**src/blk_lock_defs.vh**
```
// Constants for the per-block lock controller of a serial flash.
// Assumes inclusion by bare name from the controller module.
// Notes on behaviour
// - Block lock bits gate program/erase only when scheme select is set; else range protection.
// - All lock bits come up as 1 after reset.
// - Opcode 36h plus 24-bit address locks block at chip-select rise, clears write enable.
// - Opcode 39h plus 24-bit address unlocks block at chip-select rise, clears write enable.
// - Opcodes 3Ch and 3Dh both read lock status identically.
// - After address, one status byte shifts out MSB first; bit 0 is lock bit.
// - Status bit 0 high means locked, low means unlocked.
// - Program or erase into a locked block is refused while block scheme is active.
// - Status byte repeats every eight clocks until chip select rises.
// - Reported lock bit belongs to the 4 kB region holding the address.
// - Opcode 7Eh sets every lock bit at chip-select rise and clears write enable.
// - Write enable, lock, unlock, global lock abort if bit count not multiple of eight.
// - Lock and unlock have no data phase; status read returns data on serial output.
// - Commands needing write enable are ignored when the latch is clear.
// - Opcode 06h sets the write enable latch at chip-select rise.
`ifndef BLK_LOCK_DEFS_VH
`define BLK_LOCK_DEFS_VH
`define OP_WREN        8'h06
`define OP_VOL_WREN    8'h50
`define OP_BLK_LOCK    8'h36
`define OP_BLK_UNLOCK  8'h39
`define OP_RD_LOCK_A   8'h3C
`define OP_RD_LOCK_B   8'h3D
`define OP_GLOBAL_LOCK 8'h7E
`define ADDR_BITS      24
`define BLK_SHIFT      12
`define CMD_BITS       6'h08
`define CMD_ADDR_BITS  6'h20
`define LOCK_RESET     1'b1
`endif

```
**src/blk_lock_ctrl.v**
```verilog
// Per-block write-protection controller: serial command decode and lock store.
// Assumes serial pins arrive asynchronously; clock must run well above twice serial clock.
`timescale 1ns/1ps
`default_nettype none
`include "blk_lock_defs.vh"
module blk_lock_ctrl #(
	parameter NUM_BLOCKS = 256,
	parameter BLK_W      = 8
) (
	// Clock and reset
	input  wire             i_clk,
	input  wire             i_srst,
	// Serial pins
	input  wire             i_sck,
	input  wire             i_cs_n,
	input  wire             i_si,
	output reg              o_so,
	output reg              o_so_oe_n,
	// Configuration
	input  wire             i_protect_scheme_select,
	input  wire             i_range_protected,
	// Program and erase gating
	input  wire             i_pe_req,
	input  wire [23:0]      i_pe_addr,
	output reg              o_pe_allow,
	// Status
	output reg              o_write_enable_latch
);
	// Synchronisers
	reg [1:0] sck_sync_reg;
	reg [1:0] cs_sync_reg;
	reg [1:0] si_sync_reg;
	reg       sck_prev_reg;
	reg       cs_prev_reg;
	always @(posedge i_clk) begin
		if (i_srst) begin
			sck_sync_reg <= 2'h0;
			cs_sync_reg  <= 2'h3;
			si_sync_reg  <= 2'h0;
			sck_prev_reg <= 1'b0;
			cs_prev_reg  <= 1'b1;
		end else begin
			sck_sync_reg <= {sck_sync_reg[0], i_sck};
			cs_sync_reg  <= {cs_sync_reg[0], i_cs_n};
			si_sync_reg  <= {si_sync_reg[0], i_si};
			sck_prev_reg <= sck_sync_reg[1];
			cs_prev_reg  <= cs_sync_reg[1];
		end
	end
	wire sck_s   = sck_sync_reg[1];
	wire cs_s    = cs_sync_reg[1];
	wire sck_ris = sck_s & ~sck_prev_reg & ~cs_s;
	wire sck_fal = ~sck_s & sck_prev_reg & ~cs_s;
	wire cs_rise = cs_s & ~cs_prev_reg;
	wire cs_fall = ~cs_s & cs_prev_reg;

	function is_read_op;
		input [7:0] op;
		begin
			is_read_op = (op == `OP_RD_LOCK_A) || (op == `OP_RD_LOCK_B);
		end
	endfunction

	function [BLK_W-1:0] blk_of;
		input [23:0] addr;
		begin
			blk_of = addr[`BLK_SHIFT +: BLK_W];
		end
	endfunction

	reg [NUM_BLOCKS-1:0] lock_reg;
	reg [5:0]            bits_reg;
	reg                  bits_ovf_reg;
	reg [7:0]            op_reg;
	reg [23:0]           addr_reg;
	reg [7:0]            out_byte_reg;
	reg [2:0]            out_cnt_reg;
	reg                  reading_reg;
	reg                  armed_reg;

	wire       byte_aligned = (bits_reg[2:0] == 3'h0);
	wire       op_only      = ~bits_ovf_reg && (bits_reg == `CMD_BITS);
	wire       op_addr      = ~bits_ovf_reg && (bits_reg == `CMD_ADDR_BITS);
	wire       addr_done    = bits_ovf_reg || (bits_reg >= `CMD_ADDR_BITS);
	wire [BLK_W-1:0] cmd_blk = blk_of(addr_reg);

	// Command shift and execute
	always @(posedge i_clk) begin
		if (i_srst) begin
			lock_reg             <= {NUM_BLOCKS{`LOCK_RESET}};
			bits_reg             <= 6'h00;
			bits_ovf_reg         <= 1'b0;
			op_reg               <= 8'h00;
			addr_reg             <= 24'h000000;
			o_write_enable_latch <= 1'b0;
			reading_reg          <= 1'b0;
			armed_reg            <= 1'b0;
		end else begin
			if (cs_fall) begin
				bits_reg     <= 6'h00;
				bits_ovf_reg <= 1'b0;
				reading_reg  <= 1'b0;
				armed_reg    <= 1'b1;
			end else if (sck_ris && armed_reg) begin
				if (bits_reg < `CMD_BITS)
					op_reg <= {op_reg[6:0], si_sync_reg[1]};
				else if (bits_reg < `CMD_ADDR_BITS)
					addr_reg <= {addr_reg[22:0], si_sync_reg[1]};
				if (bits_reg == 6'h3F)
					bits_ovf_reg <= 1'b1;
				bits_reg <= bits_reg + 6'h01;
				if (bits_reg == `CMD_ADDR_BITS - 6'h01 && is_read_op(op_reg))
					reading_reg <= 1'b1;
			end
			if (cs_rise && armed_reg) begin
				armed_reg   <= 1'b0;
				reading_reg <= 1'b0;
				if (byte_aligned) begin
					if (op_only && op_reg == `OP_WREN)
						o_write_enable_latch <= 1'b1;
					else if (op_only && op_reg == `OP_GLOBAL_LOCK && o_write_enable_latch) begin
						lock_reg             <= {NUM_BLOCKS{1'b1}};
						o_write_enable_latch <= 1'b0;
					end else if (op_addr && op_reg == `OP_BLK_LOCK && o_write_enable_latch) begin
						lock_reg[cmd_blk]    <= 1'b1;
						o_write_enable_latch <= 1'b0;
					end else if (op_addr && op_reg == `OP_BLK_UNLOCK && o_write_enable_latch) begin
						lock_reg[cmd_blk]    <= 1'b0;
						o_write_enable_latch <= 1'b0;
					end
				end
			end
		end
	end

	// Status byte output, changed on falling serial clock
	always @(posedge i_clk) begin
		if (i_srst) begin
			o_so         <= 1'b0;
			o_so_oe_n    <= 1'b1;
			out_byte_reg <= 8'h00;
			out_cnt_reg  <= 3'h0;
		end else if (cs_s) begin
			o_so_oe_n   <= 1'b1;
			out_cnt_reg <= 3'h0;
		end else if (sck_fal && reading_reg && addr_done) begin
			o_so_oe_n <= 1'b0;
			if (out_cnt_reg == 3'h0) begin
				out_byte_reg <= {7'h00, lock_reg[cmd_blk]};
				o_so         <= 1'b0;
			end else begin
				o_so <= out_byte_reg[3'h7 - out_cnt_reg];
			end
			out_cnt_reg <= out_cnt_reg + 3'h1;
		end
	end

	// Program and erase gate
	always @(posedge i_clk) begin
		if (i_srst)
			o_pe_allow <= 1'b0;
		else if (i_protect_scheme_select)
			o_pe_allow <= i_pe_req & ~lock_reg[blk_of(i_pe_addr)];
		else
			o_pe_allow <= i_pe_req & ~i_range_protected;
	end
endmodule
`default_nettype wire

```
**config.mk**
```make
export PLATFORM = sky130hd
export DESIGN_NAME = blk_lock_ctrl
export DESIGN_NICKNAME = d
export VERILOG_FILES = /design/src/blk_lock_ctrl.v
export VERILOG_INCLUDE_DIRS = /design/src /design/src/src
export SDC_FILE = /design/constraint.sdc
export NUM_CORES = 1
export LEC_CHECK = 0
export BUFFER_PORTS_ARGS = -buffer_cell sky130_fd_sc_hd__buf_2
export CORE_UTILIZATION = 30
export DETAILED_ROUTE_END_ITERATION = 12
export PLACE_DENSITY = 0.42
export SKIP_CTS_REPAIR_TIMING = 1
export SLEW_MARGIN = 20
export SYNTH_ARGS = -nofsm -noshare
export SYNTH_HDL_FRONTEND = slang
export SYNTH_SLANG_ARGS = --single-unit
```
**constraint.sdc**
```tcl
create_clock -name i_clk -period 3.3 [get_ports i_clk]
set_input_delay 0.33 -clock i_clk [delete_from_list [all_inputs] [get_ports i_clk]]
set_output_delay 0.33 -clock i_clk [all_outputs]
set_load 0.1 [all_outputs]
```
# [Yosys cells after proc, flatten, opt, wreduce, memory -nomap -nowiden]
# Index checks and enable logic that the tools add are counted.
[word_totals] reg_bits=309 output_inout_bits=4 elab_cells=109
[op_classes] n_addsub=3 magnitude_cmp=7 eq_ne=10 muxes=17 n_bitwise=21 n_reduce_logical=33
[ops] cell="two-way mux 256 bit" count=3
[ops] cell="AND 256 bit" count=1
[ops] cell="NOT 256 bit" count=1
[ops] cell="bitwise OR 256 bit" count=1
[ops] cell="== test 8 x 6 -> 1 bit (second input constant)" count=4
[ops] cell="< comparator 8 x 9 -> 1 bit (second input constant)" count=2
[ops] cell="binary-select mux 1 bit (select 8 bit)" count=2
[ops] cell="logical AND 1 bit" count=15
[ops] cell="== test 6 bit (second input constant)" count=2
[ops] cell="two-way mux 1 bit" count=10
[ops] cell="NOT 1 bit" count=10
[ops] cell="AND reduction 3 bit" count=3
[ops] cell="AND 1 bit" count=8
[ops] cell="demux 1 bit (select 8 bit)" count=1
[ops] cell="== test 8 x 3 -> 1 bit (second input constant)" count=1
[ops] cell="== test 8 x 7 -> 1 bit (second input constant)" count=1
[ops] cell="greater-or-equal comparator 8 x 1 -> 1 bit (second input constant)" count=1
[ops] cell="AND reduction 4 bit" count=2
[ops] cell="adder 6 x 1 -> 6 bit (second input constant)" count=1
[ops] cell="== test 6 x 4 -> 1 bit (second input constant)" count=1
[ops] cell="== test 6 x 5 -> 1 bit (second input constant)" count=1
[ops] cell="greater-or-equal comparator 6 bit (second input constant)" count=1
[ops] cell="zero test 3 bit" count=2
[ops] cell="< comparator 6 x 4 -> 1 bit (second input constant)" count=1
[ops] cell="11 further kinds" count=16

# [Depth between registers and ports, before layout]
# Gate-level depths: netlist of the first run.
[logic_depth] depth_word=9 depth_mapped=11

# [Worst setup path after synthesis of the first run]
# OpenSTA, ideal clock, no wires.
[synth_timing] kind="register to register" from="reg o_write_enable_latch" to="reg lock_reg[105]" arrival_time_ps=2426 path_slack_ps=740 stages_incl_launch_ff=8 path_buffers=1 path_cell_list="dfxtp_1 and4_1 nand4_1 o32ai_4 nand4b_1 nor2_1 clkbuf_1 a31oi_1"
[synth_via] elab_chain_cells=3
[synth_rtl] element="from (decl)" line="blk_lock_ctrl.v:27" rtl="output reg o_write_enable_latch"
[synth_rtl] element="from (signal assigned)" line="blk_lock_ctrl.v:95" rtl="o_write_enable_latch <= 1'b0;"
[synth_rtl] element="from (signal assigned)" line="blk_lock_ctrl.v:120" rtl="o_write_enable_latch <= 1'b1;"
[synth_rtl] element="from (signal assigned)" line="blk_lock_ctrl.v:123" rtl="o_write_enable_latch <= 1'b0;"
[synth_rtl] element="logical AND 1 bit (on tied branches)" line="blk_lock_ctrl.v:121, blk_lock_ctrl.v:124, blk_lock_ctrl.v:127"
[synth_rtl] element="nonzero test 3 bit (no line) or two-way mux 256 bit (tied branches)"
[synth_rtl] element="AND reduction 4 bit (no line) or two-way mux 256 bit (tied branches)"
[synth_rtl] element="to (signal assigned)" line="blk_lock_ctrl.v:90" rtl="lock_reg <= {NUM_BLOCKS{`LOCK_RESET}};"
[synth_rtl] element="to (signal assigned)" line="blk_lock_ctrl.v:122" rtl="lock_reg <= {NUM_BLOCKS{1'b1}};"
[synth_rtl] element="to (decl)" line="blk_lock_ctrl.v:71" rtl="reg [NUM_BLOCKS-1:0] lock_reg;"
# Parallel ways exist; a longest one is shown, timed or not.
# A chain may end at the register's enable or synchronous reset.

# [Worst setup path after layout of the first run]
[layout_timing] from="reg addr_reg[12]" to="reg out_byte_reg[0]"
[layout_via] elab_chain_cells=2
[layout_rtl] element="from (decl)" line="blk_lock_ctrl.v:75" rtl="reg [23:0] addr_reg;"
[layout_rtl] element="from (signal assigned)" line="blk_lock_ctrl.v:108" rtl="addr_reg <= {addr_reg[22:0], si_sync_reg[1]};"
[layout_rtl] element="binary-select mux 1 bit (select 8 bit)" line="blk_lock_ctrl.v:149" rtl="out_byte_reg <= {7'h00, lock_reg[cmd_blk]};"
[layout_rtl] element="two-way mux 1 bit (not written as such)" line="blk_lock_ctrl.v:149"
[layout_rtl] element="to (signal assigned)" line="blk_lock_ctrl.v:149"
[layout_rtl] element="to (decl)" line="blk_lock_ctrl.v:76" rtl="reg [7:0] out_byte_reg;"
# Every way passes these cells. The select of a mux whose other input is x is not followed.

==> metrics, run 1 <==
Die W 234 µm; die height 234 µm; Slew @ Worst Pin 1240 ps; post-synth cell types 62; root buffer cell clkbuf_16; Hold Path Class primary input to register; 1st-pass router iterations 9; Total Routing Usage GR 0.210; ys async rst share 0; vias in the first global route 12900; Finished Cell Area 18400 µm²; top-area cell type share of the netlist area 0.384; CP Capture Type register; first-pass GRT wire length 86.0 mm; Max Cap Viol 0; outcome finished with violations; CP delay by family, top flip-flops; Vias 13600; max reg flops 256; largest net degree at the start of global routing 197; Total Wirelength 56.7 mm; Final setup viols 0; Slew Limit Fails 0; Reg2Reg Launch Point addr_reg[12]$_SDFFE_PP0P_; Cell Pwr Density 454 nW/µm²; worst-path cell chain buf_4, buf_4, mux4_2, mux2i_1, nand2_1, o21ai_0, a2111oi_0, nor4b_1, buf_4, o31ai_1; Crit Path Category register to register; via/cell ratio 6.00; final RePlAce weighted congestion 0.851; Slew HR 0.172; CP startpoint kind register; Hold WS 181 ps; Max clock buf depth 3; setup TNS 0 ps; antenna violations before repair 1; H-tree Lvls 2; IO Port Bufs 19; register bit count reported by yosys 309; R2R Setup Slk 370 ps; RSZ-0062 raised after global routing false; synthesized area 16100 µm²; Post-DP HPWL 36.4 mm; period utilization 0.888; TritonCTS Buffers 40; Synth Flop Type dfxtp_1; area delta synth->final 14.3%; nets 1584; worst skew pair latency 580 ps; CTS Sinks 309; Boundary Pins 36; Cell Area, Placed 17100 µm²; final hold viol count 0; Worst-path clk slew 60 ps; f_max 341 MHz; Critical Path AT 3370 ps; Worst Hold Path EP o_pe_allow$_SDFF_PP0_; share of cells above drive strength 1 0.211; # diodes 0; CTS tree built; Worst Hold Depth 3; die area 54700 µm²; Critical-path top delay cell dfxtp_4; Final Skew 29.2 ps; VDD IR max 0.271 mV; synth top area cells dfxtp_1, mux4_2, a211oi_1, a31oi_1, mux2i_1; reg2reg end out_byte_reg[0]$_SDFFE_PP0P_; syn nets 1648; Reg2Reg Depth 10; mean post-synth cell area 10.0 µm²; std cell rows 84; post-synth top area cell dfxtp_1; Pleak 5.32 nW; synthesized instance count 1612; grt ovf 0; DRC Markers 1; Placement Setup Slack 320 ps; WL/cell 25.0 µm; First DRT Iteration DRCs 1297; CP peak stage delay 710 ps; critical path's most frequent cell buf_4; Initial Util 0.305; hold_sp i_pe_req; Seq/Total Area, Yosys 0.384; Final ANT Viol Nets 0; Tmin final 2930 ps; count of flip-flops with a built-in enable after synthesis 0; Ys Warns 0; failing checks design-rule violations; CP Max Fanout 23; core box area 52900 µm²; required time of the critical path 3740 ps; Setup WS post-layout 370 ps; worst path bufs/invs 3
## cell families (layout without fill, tap and decap cells)
group	after synthesis	in the layout	synth area share
compound gates	624	624	0.266
xor+xnor	6	6	0.00326
fa+ha+maj	4	4	0.00310
buf+inv	235	201	0.0665
flops	309	309	0.384
mux	177	177	0.195
simple gates	257	257	0.0830
## layout make-up
type	instances	area (µm²)
multi-input cells	1068	9030
clock inverters	13	77.6
fillers	5226	34400
repair buffers	115	1020
inverters	14	52.6
flip-flops and latches	309	6190
well taps	688	861
clock buffers	59	1190
## metal layers
layer / track usage / up-vias / routed length [µm]
met5: 0 / - / 13
met3: 0.0334 / 78 / 3110
li1: - / 6328 / -
met1: 0.299 / 6789 / 26700
met4: 0.0621 / 2 / 1270
met2: 0.325 / 404 / 25600
## cell usage in the layout, fill, tap and decap left out, drive strengths merged, types with 37 or more instances in the layout
master | Yosys | routed
a21oi | 37 | 37
a211oi | 260 | 260
nand2 | 70 | 70
a31oi | 260 | 260
nor2 | 65 | 65
dfxtp | 309 | 309
clkbuf | 127 | 59
mux2i | 64 | 64
mux4 | 109 | 109
buf | 94 | 112
## synth_stat cells (5+ instances only)
cell and count:
nand3_1 15, clkbuf_1 127, o2111ai_1 5, a31oi_1 260, nand2b_1 13, buf_6 7
nor3_1 16, nand4_1 10, mux4_2 109, buf_2 74, buf_4 12, a22oi_1 21
nand2_1 70, nand4b_1 6, a21oi_1 37, a211oi_1 260, nand3b_1 6, mux2i_1 64
dfxtp_1 309, inv_1 13, o21ai_0 12, nor2b_1 16, nor2_1 65
## how the worst max path moves through the flow
stage	from	end	slack, ps	cells past startpoint
4_1_cts	addr_reg[12]$_SDFFE_PP0P_	out_byte_reg[0]$_SDFFE_PP0P_	330	7
5_1_grt	addr_reg[12]$_SDFFE_PP0P_	out_byte_reg[0]$_SDFFE_PP0P_	40	10
3_3_place_gp	addr_reg[12]$_SDFFE_PP0P_	out_byte_reg[0]$_SDFFE_PP0P_	340	7
6_report	addr_reg[12]$_SDFFE_PP0P_	out_byte_reg[0]$_SDFFE_PP0P_	370	10
2_1_floorplan	o_write_enable_latch$_SDFFE_PP0P_	lock_reg[105]$_SDFFE_PP1P_	740	7
3_5_place_dp	addr_reg[12]$_SDFFE_PP0P_	out_byte_reg[0]$_SDFFE_PP0P_	320	7
## per-stage QoR
stage                util  total power [W]  cells
floorplan               -          0.00405   1612
global placement    0.324          0.00418   2191
detailed placement  0.324          0.00418   2191
CTS                 0.348          0.00847   2263
global route        0.349          0.00865   2266
finish              0.349          0.00836   2266
## tightest hold or removal path, cell delays in order
cell and delay [ps]:
buf_2 100, nand3b_1 190, a211oi_1 70
## where the power goes
part,switching (W),internal [W]
clock,0.00176,0.00250
sequential,0.00000367,0.00373
combinational,0.000255,0.000105
total,0.00202,0.00634
Note: power is estimated with default switching activity, not from simulation.
==> run 2: changes to the inputs <==
RECOVER_POWER = 25   (was not set)
==> run 2 against run 1 <==
Via count down 0.27%. Core utilization decreased by 0.059 points. Total power barely moved. The run ends with max-capacitance violations, max-slew violations left. Largest cell class unchanged. Largest power group unchanged. Final cell count did not move. Wire length about the same. Clock power about the same. Register-to-register slack worse by 20 ps. Die area stayed put.
==> metrics, run 2 (synthesis gave the netlist of run 1 again) <==
crit path from bits_reg[0]$_SDFFE_PP0P_ (was addr_reg[12]$_SDFFE_PP0P_); Initial Util 0.305 (unchanged); Total Routing Usage GR 0.210 (unchanged); core box area 52900 µm² (unchanged); Internal Power 0.00634 W (about the same); max reg flops 256 (unchanged); first-pass GRT wire length 86.0 mm (unchanged); CTS tree built (unchanged); final RePlAce weighted congestion 0.851 (unchanged); Post-DP HPWL 36.4 mm (unchanged); last element of the critical path lock_reg[199]$_SDFFE_PP1P_ (was out_byte_reg[0]$_SDFFE_PP0P_); Slew @ Worst Pin 1990 ps (was 1240 ps); f_max 339 MHz (was 341 MHz); Tmin final 2950 ps (was 2930 ps); nets 1584 (unchanged); VDD IR max 0.271 mV (about the same); setup TNS 0 ps (unchanged); grt ovf 0 (unchanged); First DRT Iteration DRCs 1224 (was 1297); antenna violations before repair 1 (unchanged); CP startpoint kind register (unchanged); Worst-path clk slew 60 ps (about the same); Vias 13600 (about the same); Final setup viols 0 (unchanged); RSZ-0062 raised after global routing false (unchanged); period utilization 0.894 (was 0.888); std cell rows 84 (unchanged); Hold Path Class primary input to register (unchanged); H-tree Lvls 2 (unchanged); Reg2Reg Depth 9 (was 10); Switch Pwr 0.00202 W (about the same); Slew HR -0.326 (was 0.172); Filler cells 5229 (was 5226); Final ANT Viol Nets 0 (unchanged); area delta synth->final 14.1% (was 14.3%); DRC Markers 0 (was 1); Placement Setup Slack 320 ps (unchanged); Slew Limit Fails 43 (was 0); worst skew pair latency 580 ps (about the same); required time of the critical path 3780 ps (was 3740 ps); share of cells above drive strength 1 0.204 (was 0.211); Die W 234 µm (unchanged); switch share 0.241 (was 0.242); final hold viol count 0 (unchanged); Total Wirelength 56.7 mm (about the same); utilization after layout 0.348 (was 0.349); Max Cap Viol 1 (was 0); Reg2Reg Launch Point bits_reg[0]$_SDFFE_PP0P_ (was addr_reg[12]$_SDFFE_PP0P_); Boundary Pins 36 (unchanged); via/cell ratio 5.99 (was 6.00); CTS Sinks 309 (unchanged); CP Capture Type register (unchanged); CP Max Fanout 60 (was 23); 1st-pass router iterations 7 (was 9); Max clock buf depth 3 (unchanged); Finished Cell Area 18400 µm² (about the same); combinational share of power 0.043 (about the same); Clk pwr share 0.510 (about the same); Worst Hold Depth 3 (unchanged); reg2reg end lock_reg[199]$_SDFFE_PP1P_ (was out_byte_reg[0]$_SDFFE_PP0P_); die height 234 µm (unchanged); Setup WS post-layout 351 ps (was 370 ps); Cell Area, Placed 17100 µm² (unchanged); Final Skew 27.6 ps (was 29.2 ps); TritonCTS Buffers 40 (unchanged); R2R Setup Slk 350 ps (was 370 ps); Critical Path AT 3430 ps (was 3370 ps); most frequent cells in the layout dfxtp_1, a211oi_1, a31oi_1, mux4_2, buf_4 (unchanged); IO Port Bufs 19 (unchanged); Cell Pwr Density 455 nW/µm² (was 454 nW/µm²); Hold WS 170 ps (was 181 ps); sequential share of power 0.447 (about the same); Crit Path Category register to register (unchanged); largest net degree at the start of global routing 197 (unchanged); WL/cell 25.0 µm (about the same); root buffer cell clkbuf_16 (unchanged); Pleak 5.29 nW (was 5.32 nW); failing checks max-capacitance violations, max-slew violations (was design-rule violations); die area 54700 µm² (unchanged); vias in the first global route 12900 (unchanged); # diodes 0 (unchanged); outcome finished with violations (unchanged); commonest non-fill, non-tap cell in the layout dfxtp_1 (unchanged)
## run 2: changes by cell type in the layout (fill, tap and decap cells not counted)
cell	change
a21o_4	-1
a21o_1	+1
clkbuf_1	+9
buf_4	-4
buf_2	-5
nor2_2	-1
nor2_1	+1
## run 2: cell type report
cell class	instances	area (µm²)	area share
clock buffers	59	1190	0.0649
well taps	688	861	0.0468
clock inverters	13	77.6	0.00422
flip-flops and latches	309	6190	0.337
multi-input cells	1068	9020	0.490
inverters	14	52.6	0.00286
repair buffers	115	995	0.0541
## run 2: power groups by stage
stage	clock [W]	combinational [W]	sequential, W
final	0.00427	0.000357	0.00374
after global routing	0.00454	0.000379	0.00374
after CTS	0.00438	0.000357	0.00374
after detailed placement	0	0.000357	0.00382
after global placement	0	0.000356	0.00382
after floorplan	0	0.000223	0.00382
## run 2: worst min-delay path by stage
stage | from | end | slack [ps]
floorplan | cs_sync_reg[0]$_SDFF_PP1_ | cs_sync_reg[1]$_SDFF_PP1_ | 390
global placement | cs_sync_reg[0]$_SDFF_PP1_ | cs_sync_reg[1]$_SDFF_PP1_ | 400
detailed placement | cs_sync_reg[0]$_SDFF_PP1_ | cs_sync_reg[1]$_SDFF_PP1_ | 410
CTS | i_cs_n | cs_sync_reg[0]$_SDFF_PP1_ | -70
global route | i_pe_req | o_pe_allow$_SDFF_PP0_ | 190
finish | i_pe_req | o_pe_allow$_SDFF_PP0_ | 170
## run 2: metrics by stage
step,cells,total power (W)
4_1_cts,2263,0.00847
6_report,2266,0.00836
5_1_grt,2266,0.00865
2_1_floorplan,1612,0.00405
3_5_place_dp,2191,0.00418
3_3_place_gp,2191,0.00418
## run 2: worst max-delay path, cell delays in order (launching register included)
cell,delay (ps)
dfxtp_1,430
inv_1,70
ha_1,200
and4bb_1,180
nand2_1,170
o21a_1,260
a21o_1,260
buf_2,970
a211oi_1,90
a31oi_1,210
## run 2: routing by layer
metal,vias to the layer above,part of all wire,routed length (µm),track usage
li1,6326,-,-,-
met1,6771,0.47,26600,0.299
met2,385,0.45,25600,0.325
met3,80,0.054,3090,0.0334
met4,2,0.023,1310,0.0621
met5,-,0.00023,13,0
